$ cat src/emc_regs.svh
// register offsets, field positions and reset values of the cycle timer
// assumes a 32-bit ahb-lite slave with word-aligned registers
`ifndef EMC_REGS_SVH
`define EMC_REGS_SVH
`define EMC_OFF_PWR 8'h00
`define EMC_OFF_REG0 8'h04
`define EMC_OFF_REG1 8'h08
`define EMC_OFF_REG2 8'h0C
`define EMC_OFF_REG3 8'h10
`define EMC_OFF_ADDR 8'h14
`define EMC_OFF_WDATA 8'h18
`define EMC_OFF_CTRL 8'h1C
`define EMC_OFF_STAT 8'h20
`define EMC_OFF_RDATA 8'h24
`define EMC_CD_MSB 2
`define EMC_AE_MSB 14
`define EMC_AE_LSB 12
`define EMC_AHOLD_BIT 10
`define EMC_RHOLD_BIT 9
`define EMC_WHOLD_BIT 8
`define EMC_WW_MSB 7
`define EMC_WW_LSB 4
`define EMC_RW_MSB 3
`define EMC_RW_LSB 0
`define EMC_CTRL_START 0
`define EMC_CTRL_WRITE 1
`define EMC_CTRL_RGN_LSB 4
`define EMC_CTRL_BEN_LSB 8
`define EMC_STAT_BUSY 0
`define EMC_STAT_DONE 1
`define EMC_PWR_RST 3'h0
`define EMC_PARAM_RST 15'h0000
`define EMC_ADDR_W 19
`define EMC_DATA_W 16
`define EMC_REGIONS 4
`endif

$ cat src/emc_pkg.sv
// types shared by the external memory cycle timer
// assumes emc_regs.svh for widths
`include "emc_regs.svh"
package emc_pkg;
    typedef enum logic [2:0] {
        ST_IDLE, ST_PRE, ST_ALE, ST_AHOLD, ST_GAP, ST_STROBE, ST_REL
    } emc_state_type;

    typedef struct packed {
        logic [`EMC_REGIONS-1:0] memory_select_n;
        logic address_latch_enable;
        logic wr_n;
        logic rd_n;
        logic [1:0] byte_lane_enable_n;
        logic [`EMC_ADDR_W-1:0] addr;
        logic addr_oe;
        logic [`EMC_DATA_W-1:0] dout;
        logic dout_oe;
    } emc_pins_type;

    // half bus clocks to hclk cycles, bus clock = (cd + 1) hclk
    function automatic logic [9:0] cycles(input logic [5:0] halves,
                                          input logic [2:0] cd);
        logic [9:0] prod;
        prod = 10'(halves * (4'(cd) + 4'h1)) + 10'h001;
        return {1'b0, prod[9:1]};
    endfunction
endpackage

$ cat src/emc_cycle_timer.sv
// external memory bus cycle sequencer with ahb-lite register slave
// assumes one ahb-lite master, single word transfers, async memory outside
//
// Local design decisions: the address map and the AHB-Lite slave port.
`timescale 1ns/10ps
`include "emc_regs.svh"
module emc_cycle_timer (
    input wire logic hclk,
    input wire logic hresetn,
    input wire logic hsel,
    input wire logic [31:0] haddr,
    input wire logic [1:0] htrans,
    input wire logic hwrite,
    input wire logic [2:0] hsize,
    input wire logic [31:0] hwdata,
    input wire logic hready,
    output logic [31:0] hrdata,
    output logic hreadyout,
    output logic hresp,
    output emc_pkg::emc_pins_type pins,
    input wire logic [`EMC_DATA_W-1:0] ext_rdata
);
    // register file and bus slave state
    logic pend_r, pend_nxt;
    logic [7:0] waddr_r, waddr_nxt;
    logic [31:0] hrdata_r, hrdata_nxt;
    logic [2:0] cd_reg_r, cd_reg_nxt;
    logic [14:0] param_r [`EMC_REGIONS], param_nxt [`EMC_REGIONS];
    logic [`EMC_ADDR_W-1:0] addr_reg_r, addr_reg_nxt;
    logic [`EMC_DATA_W-1:0] wdata_reg_r, wdata_reg_nxt;
    logic done_r, done_nxt;
    logic start_go;
    logic [31:0] ctrl_wd;

    // sequencer state
    emc_pkg::emc_state_type state_r, state_nxt;
    logic [9:0] cnt_r, cnt_nxt;
    logic [1:0] rgn_r, rgn_nxt;
    logic wr_r, wr_nxt;
    logic [2:0] cd_r, cd_nxt;
    logic [14:0] cfg_r, cfg_nxt;
    logic [1:0] ben_r, ben_nxt;
    logic [`EMC_DATA_W-1:0] rdata_r, rdata_nxt;
    logic seq_end;
    emc_pkg::emc_pins_type pins_r, pins_nxt;

    // phase lengths in half bus clocks for the latched region
    logic [5:0] h_ale, h_hold, h_gap, h_strb, h_rel;
    logic [14:0] cfg_use;

    assign ctrl_wd = hwdata;

    always_comb begin
        pend_nxt = 1'b0;
        waddr_nxt = waddr_r;
        hrdata_nxt = hrdata_r;
        cd_reg_nxt = cd_reg_r;
        param_nxt = param_r;
        addr_reg_nxt = addr_reg_r;
        wdata_reg_nxt = wdata_reg_r;
        done_nxt = done_r;
        start_go = 1'b0;
        if (hsel && htrans[1] && hready) begin
            pend_nxt = hwrite;
            waddr_nxt = haddr[7:0];
            hrdata_nxt = 32'h0000_0000;
            if (hwrite) begin
                hrdata_nxt = 32'h0000_0000;
            end else if (haddr[7:0] == `EMC_OFF_PWR) begin
                hrdata_nxt = {29'h0000_0000, cd_reg_r};
            end else if (haddr[7:0] >= `EMC_OFF_REG0 &&
                         haddr[7:0] <= `EMC_OFF_REG3) begin
                hrdata_nxt = {17'h0_0000,
                              param_r[2'(haddr[7:2] - 6'h01)]};
            end else if (haddr[7:0] == `EMC_OFF_ADDR) begin
                hrdata_nxt = {13'h0000, addr_reg_r};
            end else if (haddr[7:0] == `EMC_OFF_WDATA) begin
                hrdata_nxt = {16'h0000, wdata_reg_r};
            end else if (haddr[7:0] == `EMC_OFF_STAT) begin
                hrdata_nxt = {30'h0000_0000, done_r,
                              state_r != emc_pkg::ST_IDLE};
            end else if (haddr[7:0] == `EMC_OFF_RDATA) begin
                hrdata_nxt = {16'h0000, rdata_r};
            end
        end
        if (seq_end) begin
            done_nxt = 1'b1;
        end
        if (pend_r) begin
            if (waddr_r == `EMC_OFF_PWR) begin
                cd_reg_nxt = hwdata[`EMC_CD_MSB:0];
            end else if (waddr_r >= `EMC_OFF_REG0 &&
                         waddr_r <= `EMC_OFF_REG3) begin
                param_nxt[2'(waddr_r[7:2] - 6'h01)] = hwdata[14:0];
            end else if (waddr_r == `EMC_OFF_ADDR) begin
                addr_reg_nxt = hwdata[`EMC_ADDR_W-1:0];
            end else if (waddr_r == `EMC_OFF_WDATA) begin
                wdata_reg_nxt = hwdata[`EMC_DATA_W-1:0];
            end else if (waddr_r == `EMC_OFF_CTRL) begin
                // a start while busy is dropped, not queued
                if (ctrl_wd[`EMC_CTRL_START] &&
                    state_r == emc_pkg::ST_IDLE) begin
                    start_go = 1'b1;
                    done_nxt = 1'b0;
                end
            end
        end
    end

    always_ff @(posedge hclk or negedge hresetn) begin
        if (!hresetn) begin
            pend_r <= 1'b0;
            waddr_r <= 8'h00;
            hrdata_r <= 32'h0000_0000;
            cd_reg_r <= `EMC_PWR_RST;
            for (int i = 0; i < `EMC_REGIONS; i++) begin
                param_r[i] <= `EMC_PARAM_RST;
            end
            addr_reg_r <= '0;
            wdata_reg_r <= '0;
            done_r <= 1'b0;
        end else begin
            pend_r <= pend_nxt;
            waddr_r <= waddr_nxt;
            hrdata_r <= hrdata_nxt;
            cd_reg_r <= cd_reg_nxt;
            param_r <= param_nxt;
            addr_reg_r <= addr_reg_nxt;
            wdata_reg_r <= wdata_reg_nxt;
            done_r <= done_nxt;
        end
    end

    assign hrdata = hrdata_r;
    assign hreadyout = 1'b1 == hresetn ? 1'b1 : 1'b1;
    assign hresp = 1'b0 & hsize[0];

    // timing set of the region being started or running
    assign cfg_use = (state_r == emc_pkg::ST_IDLE) ?
                     param_r[ctrl_wd[`EMC_CTRL_RGN_LSB+:2]] : cfg_r;
    assign h_ale = 6'({cfg_use[`EMC_AE_MSB:`EMC_AE_LSB], 1'b0}) + 6'h02;
    assign h_hold = cfg_use[`EMC_AHOLD_BIT] ? 6'h01 : 6'h03;
    assign h_gap = (wr_r ? !cfg_r[`EMC_WHOLD_BIT]
                         : !cfg_r[`EMC_RHOLD_BIT]) ? 6'h02 : 6'h00;
    assign h_strb = wr_r ?
        6'({cfg_r[`EMC_WW_MSB:`EMC_WW_LSB], 1'b0}) + 6'h02 :
        6'({cfg_r[`EMC_RW_MSB:`EMC_RW_LSB], 1'b0}) + 6'h02;
    assign h_rel = (wr_r && !cfg_r[`EMC_WHOLD_BIT]) ? 6'h04 : 6'h02;

    always_comb begin
        state_nxt = state_r;
        cnt_nxt = cnt_r;
        rgn_nxt = rgn_r;
        wr_nxt = wr_r;
        cd_nxt = cd_r;
        cfg_nxt = cfg_r;
        ben_nxt = ben_r;
        rdata_nxt = rdata_r;
        seq_end = 1'b0;
        if (state_r == emc_pkg::ST_IDLE) begin
            if (start_go) begin
                rgn_nxt = ctrl_wd[`EMC_CTRL_RGN_LSB+:2];
                wr_nxt = ctrl_wd[`EMC_CTRL_WRITE];
                ben_nxt = ctrl_wd[`EMC_CTRL_BEN_LSB+:2];
                cfg_nxt = cfg_use;
                cd_nxt = cd_reg_r;
                state_nxt = emc_pkg::ST_PRE;
                cnt_nxt = emc_pkg::cycles(6'h01, cd_reg_r) - 10'h001;
            end
        end else if (cnt_r != 10'h000) begin
            cnt_nxt = cnt_r - 10'h001;
        end else begin
            case (state_r)
                emc_pkg::ST_PRE: begin
                    state_nxt = emc_pkg::ST_ALE;
                    cnt_nxt = emc_pkg::cycles(h_ale, cd_r) - 10'h001;
                end
                emc_pkg::ST_ALE: begin
                    state_nxt = emc_pkg::ST_AHOLD;
                    cnt_nxt = emc_pkg::cycles(h_hold, cd_r) - 10'h001;
                end
                emc_pkg::ST_AHOLD: begin
                    if (h_gap != 6'h00) begin
                        state_nxt = emc_pkg::ST_GAP;
                        cnt_nxt = emc_pkg::cycles(h_gap, cd_r) - 10'h001;
                    end else begin
                        state_nxt = emc_pkg::ST_STROBE;
                        cnt_nxt = emc_pkg::cycles(h_strb, cd_r) - 10'h001;
                    end
                end
                emc_pkg::ST_GAP: begin
                    state_nxt = emc_pkg::ST_STROBE;
                    cnt_nxt = emc_pkg::cycles(h_strb, cd_r) - 10'h001;
                end
                emc_pkg::ST_STROBE: begin
                    // sampled as the strobe rises; memory still drives it
                    if (!wr_r) begin
                        rdata_nxt = ext_rdata;
                    end
                    state_nxt = emc_pkg::ST_REL;
                    cnt_nxt = emc_pkg::cycles(h_rel, cd_r) - 10'h001;
                end
                emc_pkg::ST_REL: begin
                    state_nxt = emc_pkg::ST_IDLE;
                    seq_end = 1'b1;
                end
                default: begin
                    state_nxt = emc_pkg::ST_IDLE;
                end
            endcase
        end
        pins_nxt = '0;
        pins_nxt.memory_select_n = (state_nxt == emc_pkg::ST_IDLE) ?
            4'hF : ~(4'h1 << rgn_nxt);
        pins_nxt.address_latch_enable = (state_nxt == emc_pkg::ST_ALE);
        pins_nxt.wr_n = !(state_nxt == emc_pkg::ST_STROBE && wr_nxt);
        pins_nxt.rd_n = !(state_nxt == emc_pkg::ST_STROBE && !wr_nxt);
        pins_nxt.byte_lane_enable_n = (state_nxt == emc_pkg::ST_IDLE ||
            state_nxt == emc_pkg::ST_PRE || state_nxt == emc_pkg::ST_ALE) ?
            2'h3 : ~ben_nxt;
        pins_nxt.addr = addr_reg_r;
        pins_nxt.addr_oe = (state_nxt == emc_pkg::ST_PRE ||
            state_nxt == emc_pkg::ST_ALE ||
            state_nxt == emc_pkg::ST_AHOLD);
        pins_nxt.dout = wdata_reg_r;
        pins_nxt.dout_oe = wr_nxt && (state_nxt == emc_pkg::ST_GAP ||
            state_nxt == emc_pkg::ST_STROBE || state_nxt == emc_pkg::ST_REL);
    end

    always_ff @(posedge hclk or negedge hresetn) begin
        if (!hresetn) begin
            state_r <= emc_pkg::ST_IDLE;
            cnt_r <= 10'h000;
            rgn_r <= 2'h0;
            wr_r <= 1'b0;
            cd_r <= `EMC_PWR_RST;
            cfg_r <= `EMC_PARAM_RST;
            ben_r <= 2'h0;
            rdata_r <= '0;
            pins_r <= '{memory_select_n: 4'hF, address_latch_enable: 1'b0,
                        wr_n: 1'b1, rd_n: 1'b1, byte_lane_enable_n: 2'h3,
                        addr: '0, addr_oe: 1'b0, dout: '0, dout_oe: 1'b0};
        end else begin
            state_r <= state_nxt;
            cnt_r <= cnt_nxt;
            rgn_r <= rgn_nxt;
            wr_r <= wr_nxt;
            cd_r <= cd_nxt;
            cfg_r <= cfg_nxt;
            ben_r <= ben_nxt;
            rdata_r <= rdata_nxt;
            pins_r <= pins_nxt;
        end
    end

    assign pins = pins_r;

    // cycles spent at the current pin level, checker only
    logic [9:0] st_cyc_r;
    always_ff @(posedge hclk or negedge hresetn) begin
        if (!hresetn) begin
            st_cyc_r <= 10'h000;
        end else begin
            st_cyc_r <= (state_nxt != state_r) ? 10'h001 : st_cyc_r + 10'h001;
        end
    end
endmodule

$ cat config.mk
export PLATFORM = sky130hd
export DESIGN_NAME = emc_cycle_timer
export DESIGN_NICKNAME = d
export VERILOG_FILES = /design/src/emc_pkg.sv /design/src/emc_cycle_timer.sv
export VERILOG_INCLUDE_DIRS = /design/src
export SDC_FILE = /design/constraint.sdc
export NUM_CORES = 1
export LEC_CHECK = 0
export BUFFER_PORTS_ARGS = -buffer_cell sky130_fd_sc_hd__clkbuf_2
export CAP_MARGIN = 20
export CORE_MARGIN = 2
export CORE_UTILIZATION = 35
export DETAILED_ROUTE_END_ITERATION = 16
export GPL_TIMING_DRIVEN = 0
export PLACE_DENSITY = 0.49
export SLEW_MARGIN = 20
export SYNTH_ARGS = -nofsm -noshare
export SYNTH_HDL_FRONTEND = slang
export SYNTH_SLANG_ARGS = --single-unit
$ cat constraint.sdc
create_clock -name hclk -period 7.6 [get_ports hclk]
set_clock_uncertainty 0.05 [all_clocks]
set_input_delay 0.38 -clock hclk [delete_from_list [all_inputs] [get_ports hclk]]
set_output_delay 0.38 -clock hclk [all_outputs]
set_load 0.05 [all_outputs]
==> flow_metrics.py <==
metrics = {
    "outcome": {
        "status": "finished clean",
    },
    "worst_setup_path": {
        "startpoint": "state_r[2]",
        "worstReg2RegStart": "state_r[2]",
        "regToRegEndpoint": "cnt_r[7]",
        "endpoint": "cnt_r[7]",
        "start_kind": "flip-flop",
        "reg2reg_depth": 20,
        "r2r_setup_slack_ns": 1.40,
        "end_kind": "flip-flop",
        "critPathRequiredTime_ns": 7.94,
        "path_class": "reg2reg",
        "path_max_fanout": 10,
        "crit_arrival_ns": 6.54,
    },
    "final_layout": {
        "post-route-util": 0.418,
        "drive_gt1_frac": 0.305,
        "seq_area_um2": 5620,
        "nets": 1352,
        "nFillCells": 3288,
        "syn_to_final_growth_pct": 17.3,
        "multi_input_area_um2": 5970,
    },
    "yosys": {
        "ys.flop_type": "dfrtp_1",
        "async_flop_share": 1.00,
        "ys_seq_area_frac": 0.467,
        "syn_inst": 1051,
        "yosys_warnings": 0,
        "synth-edff-count": 0,
        "avgSynthCellArea_um2": 11.4,
        "synth.cell_area_um2": 12000,
        "synth_seq_cells": 224,
        "synth_cell_types": 79,
    },
    "clock_network": {
        "htree_levels": 1,
        "cts_tree": "built",
        "clock_sinks": 224,
        "insertion_delay_ns": 0.53,
        "clock-root-buffer": "clkbuf_16",
        "cts_repair_resize_count": 0,
        "cts_setup_buffers": 0,
        "clk_pin_slew_ns": 0.06,
        "clock_path_buffers": 3,
        "cts_inserted_buffers": 25,
        "hold_buffers": 1,
    },
    "placed_design": {
        "gp_congestion": 0.833,
        "hpwl_um": 23800,
        "port_buffers": 113,
        "dpl_worst_slack_ns": 1.40,
    },
    "sta": {
        "fin_tns_setup_ns": 0,
        "fin_hold_ws_ns": 0.0335,
        "fin_crit_sh": 0.816,
        "period_needed_ns": 6.20,
        "setup_viol": 0,
        "finalHoldViolations": 0,
        "maxSlewHeadroom": 0.356,
        "rsz0062_at_grt": "no",
        "fmax_mhz": 161,
        "setup_ws_ns": 1.40,
        "drv_slew": 0,
        "tightestPinTransition_ns": 0.964,
    },
    "route": {
        "first_pass_iters": 4,
        "drc": 0,
        "wire_per_inst_um": 19.1,
        "routed_wl_um": 32000,
        "via_per_inst": 5.20,
        "antenna_left": 0,
        "drtIter0Drc": 559,
        "vias": 8716,
    },
    "global_route": {
        "grt_max_degree": 84,
        "grt_use_total": 0.181,
        "grt_overflow": 0,
        "grt_pass1_vias": 8802,
        "antenna_found_initial": 2,
        "grt_first_pass_wirelength_um": 50800,
    },
    "flow_run": {
        "max_cap_violations": 0,
    },
    "die": {
        "io_pins": 170,
        "core_um2": 33700,
        "fp.dieH_um": 189,
        "start_util": 0.356,
        "die_w_um": 189,
        "rows": 67,
        "die_area_um2": 35800,
    },
    "min_path": {
        "hold_class": "in2reg",
    },
    "pwr": {
        "ir_worst_vdd_mv": 0.170,
        "power.density_nw_per_um2": 202,
        "p_leak_uw": 0.00632,
    },
}
-- power breakdown --
part	leakage, µW	internal [µW]	switching (µW)	total, µW
Sequential	0.00279	1260	52.4	1320
Combinational	0.00314	136	199	336
Clock	0.000395	722	473	1200
-- through the flow --
stage / std cells / power, µW / cell area, µm²
after floorplan: 1065 / 1550 / 12100
after global placement: 1626 / 1670 / 13200
after detailed placement: 1628 / 1680 / 13300
after CTS: 1673 / 2890 / 14100
after global routing: 1674 / 2980 / 14100
final: 1676 / 2850 / 14100
-- cells in the mapped netlist, types with 11 or more instances --
master    count  area share
a211oi_1     21       0.013
a21oi_1      38       0.016
a22oi_1      18       0.011
and2_1       13      0.0068
buf_4        16       0.010
clkbuf_1     38       0.012
dfrtp_1     216        0.45
ha_1         43       0.045
inv_1        36       0.011
mux2_2      137        0.13
mux4_2       29       0.054
nand2_1      67       0.021
nand2b_1     11      0.0057
nand3_1      18      0.0075
nor2_1       90       0.028
nor3_1       14      0.0058
o21ai_0      40       0.017
xnor2_1      15       0.011
-- sequential cells by signal, indices dropped and copies added (netlist names), 3 cells and up --
register,cells
state_r,3
hrdata,19
addr_reg_r,19
rdata_r,16
waddr_r,8
wdata_reg_r,16
cfg_r,14
param_r,60
cd_r,3
pins,46
cnt_r,10
cd_reg_r,3
-- cell type report --
class | count | share of cell area
Antenna cell | 2 | 0.000355
Buffer | 70 | 0.0248
Clock buffer | 39 | 0.0517
Clock inverter | 5 | 0.00559
Inverter | 38 | 0.0101
Multi-Input combinational cell | 733 | 0.423
Sequential cell | 224 | 0.399
Tap cell | 448 | 0.0398
Timing Repair Buffer | 117 | 0.0457
-- cell usage in the layout, fill, tap and decap left out, types with 36 or more instances in the layout --
| cell type | count |
|---|---|
| dfrtp_1 | 216 |
| mux2_2 | 137 |
| clkbuf_2 | 113 |
| nor2_1 | 90 |
| nand2_1 | 67 |
| clkbuf_1 | 47 |
| ha_1 | 43 |
| o21ai_0 | 40 |
| a21oi_1 | 38 |
| inv_1 | 36 |
-- worst min-delay path by stage --
| stage | from | to | slack [ns] | depth (start not counted) |
|---|---|---|---|---|
| finish | hwrite | pend_r | 0.03 | 3 |
| global route | ext_rdata[12] | rdata_r[12] | 0.02 | 2 |
| CTS | hwrite | pend_r | 0.01 | 3 |
| detailed placement | wdata_reg_r[1] | pins[2] | 0.33 | 0 |
| global placement | addr_reg_r[7] | pins[25] | 0.33 | 0 |
| floorplan | hresetn | addr_reg_r[0] | 0.03 | 0 |
-- metal layers --
metal,part of all wire,track usage,wire length (µm),up-vias
li1,-,-,-,4097
met1,0.47,0.257,14900,4384
met2,0.47,0.294,14900,198
met3,0.050,0.0310,1610,35
met4,0.016,0.0352,505,2
met5,0.00056,0,18,-
-- worst max-delay path, stage by stage, from the launching register on --
cell,delay [ns]
dfrtp_1,0.37
buf_6,0.14
nor3_2,0.33
clkbuf_1,0.46
mux2i_1,0.41
inv_1,0.09
ha_1,0.20
xor2_1,0.21
or2_2,0.33
fa_1,0.47
fa_1,0.54
inv_1,0.07
ha_1,0.29
a211oi_1,0.45
nor2_1,0.12
o31ai_1,0.55
nor3_1,0.14
nor3b_1,0.18
a311oi_1,0.31
nor2_1,0.08
a221o_1,0.27
-- cells by family after synthesis --
family                     Yosys count  share of synthesized area
AOI/OAI and AO/OA                  187                      0.104
xor gates and xnor gates            25                     0.0182
adders and majority gates           53                     0.0615
buffers and inverters              108                     0.0409
DFF                                224                      0.467
muxes                              175                      0.191
other                                2                   0.000625
and+or+nand+nor                    277                      0.116
Power figures use the tool's default switching activity.
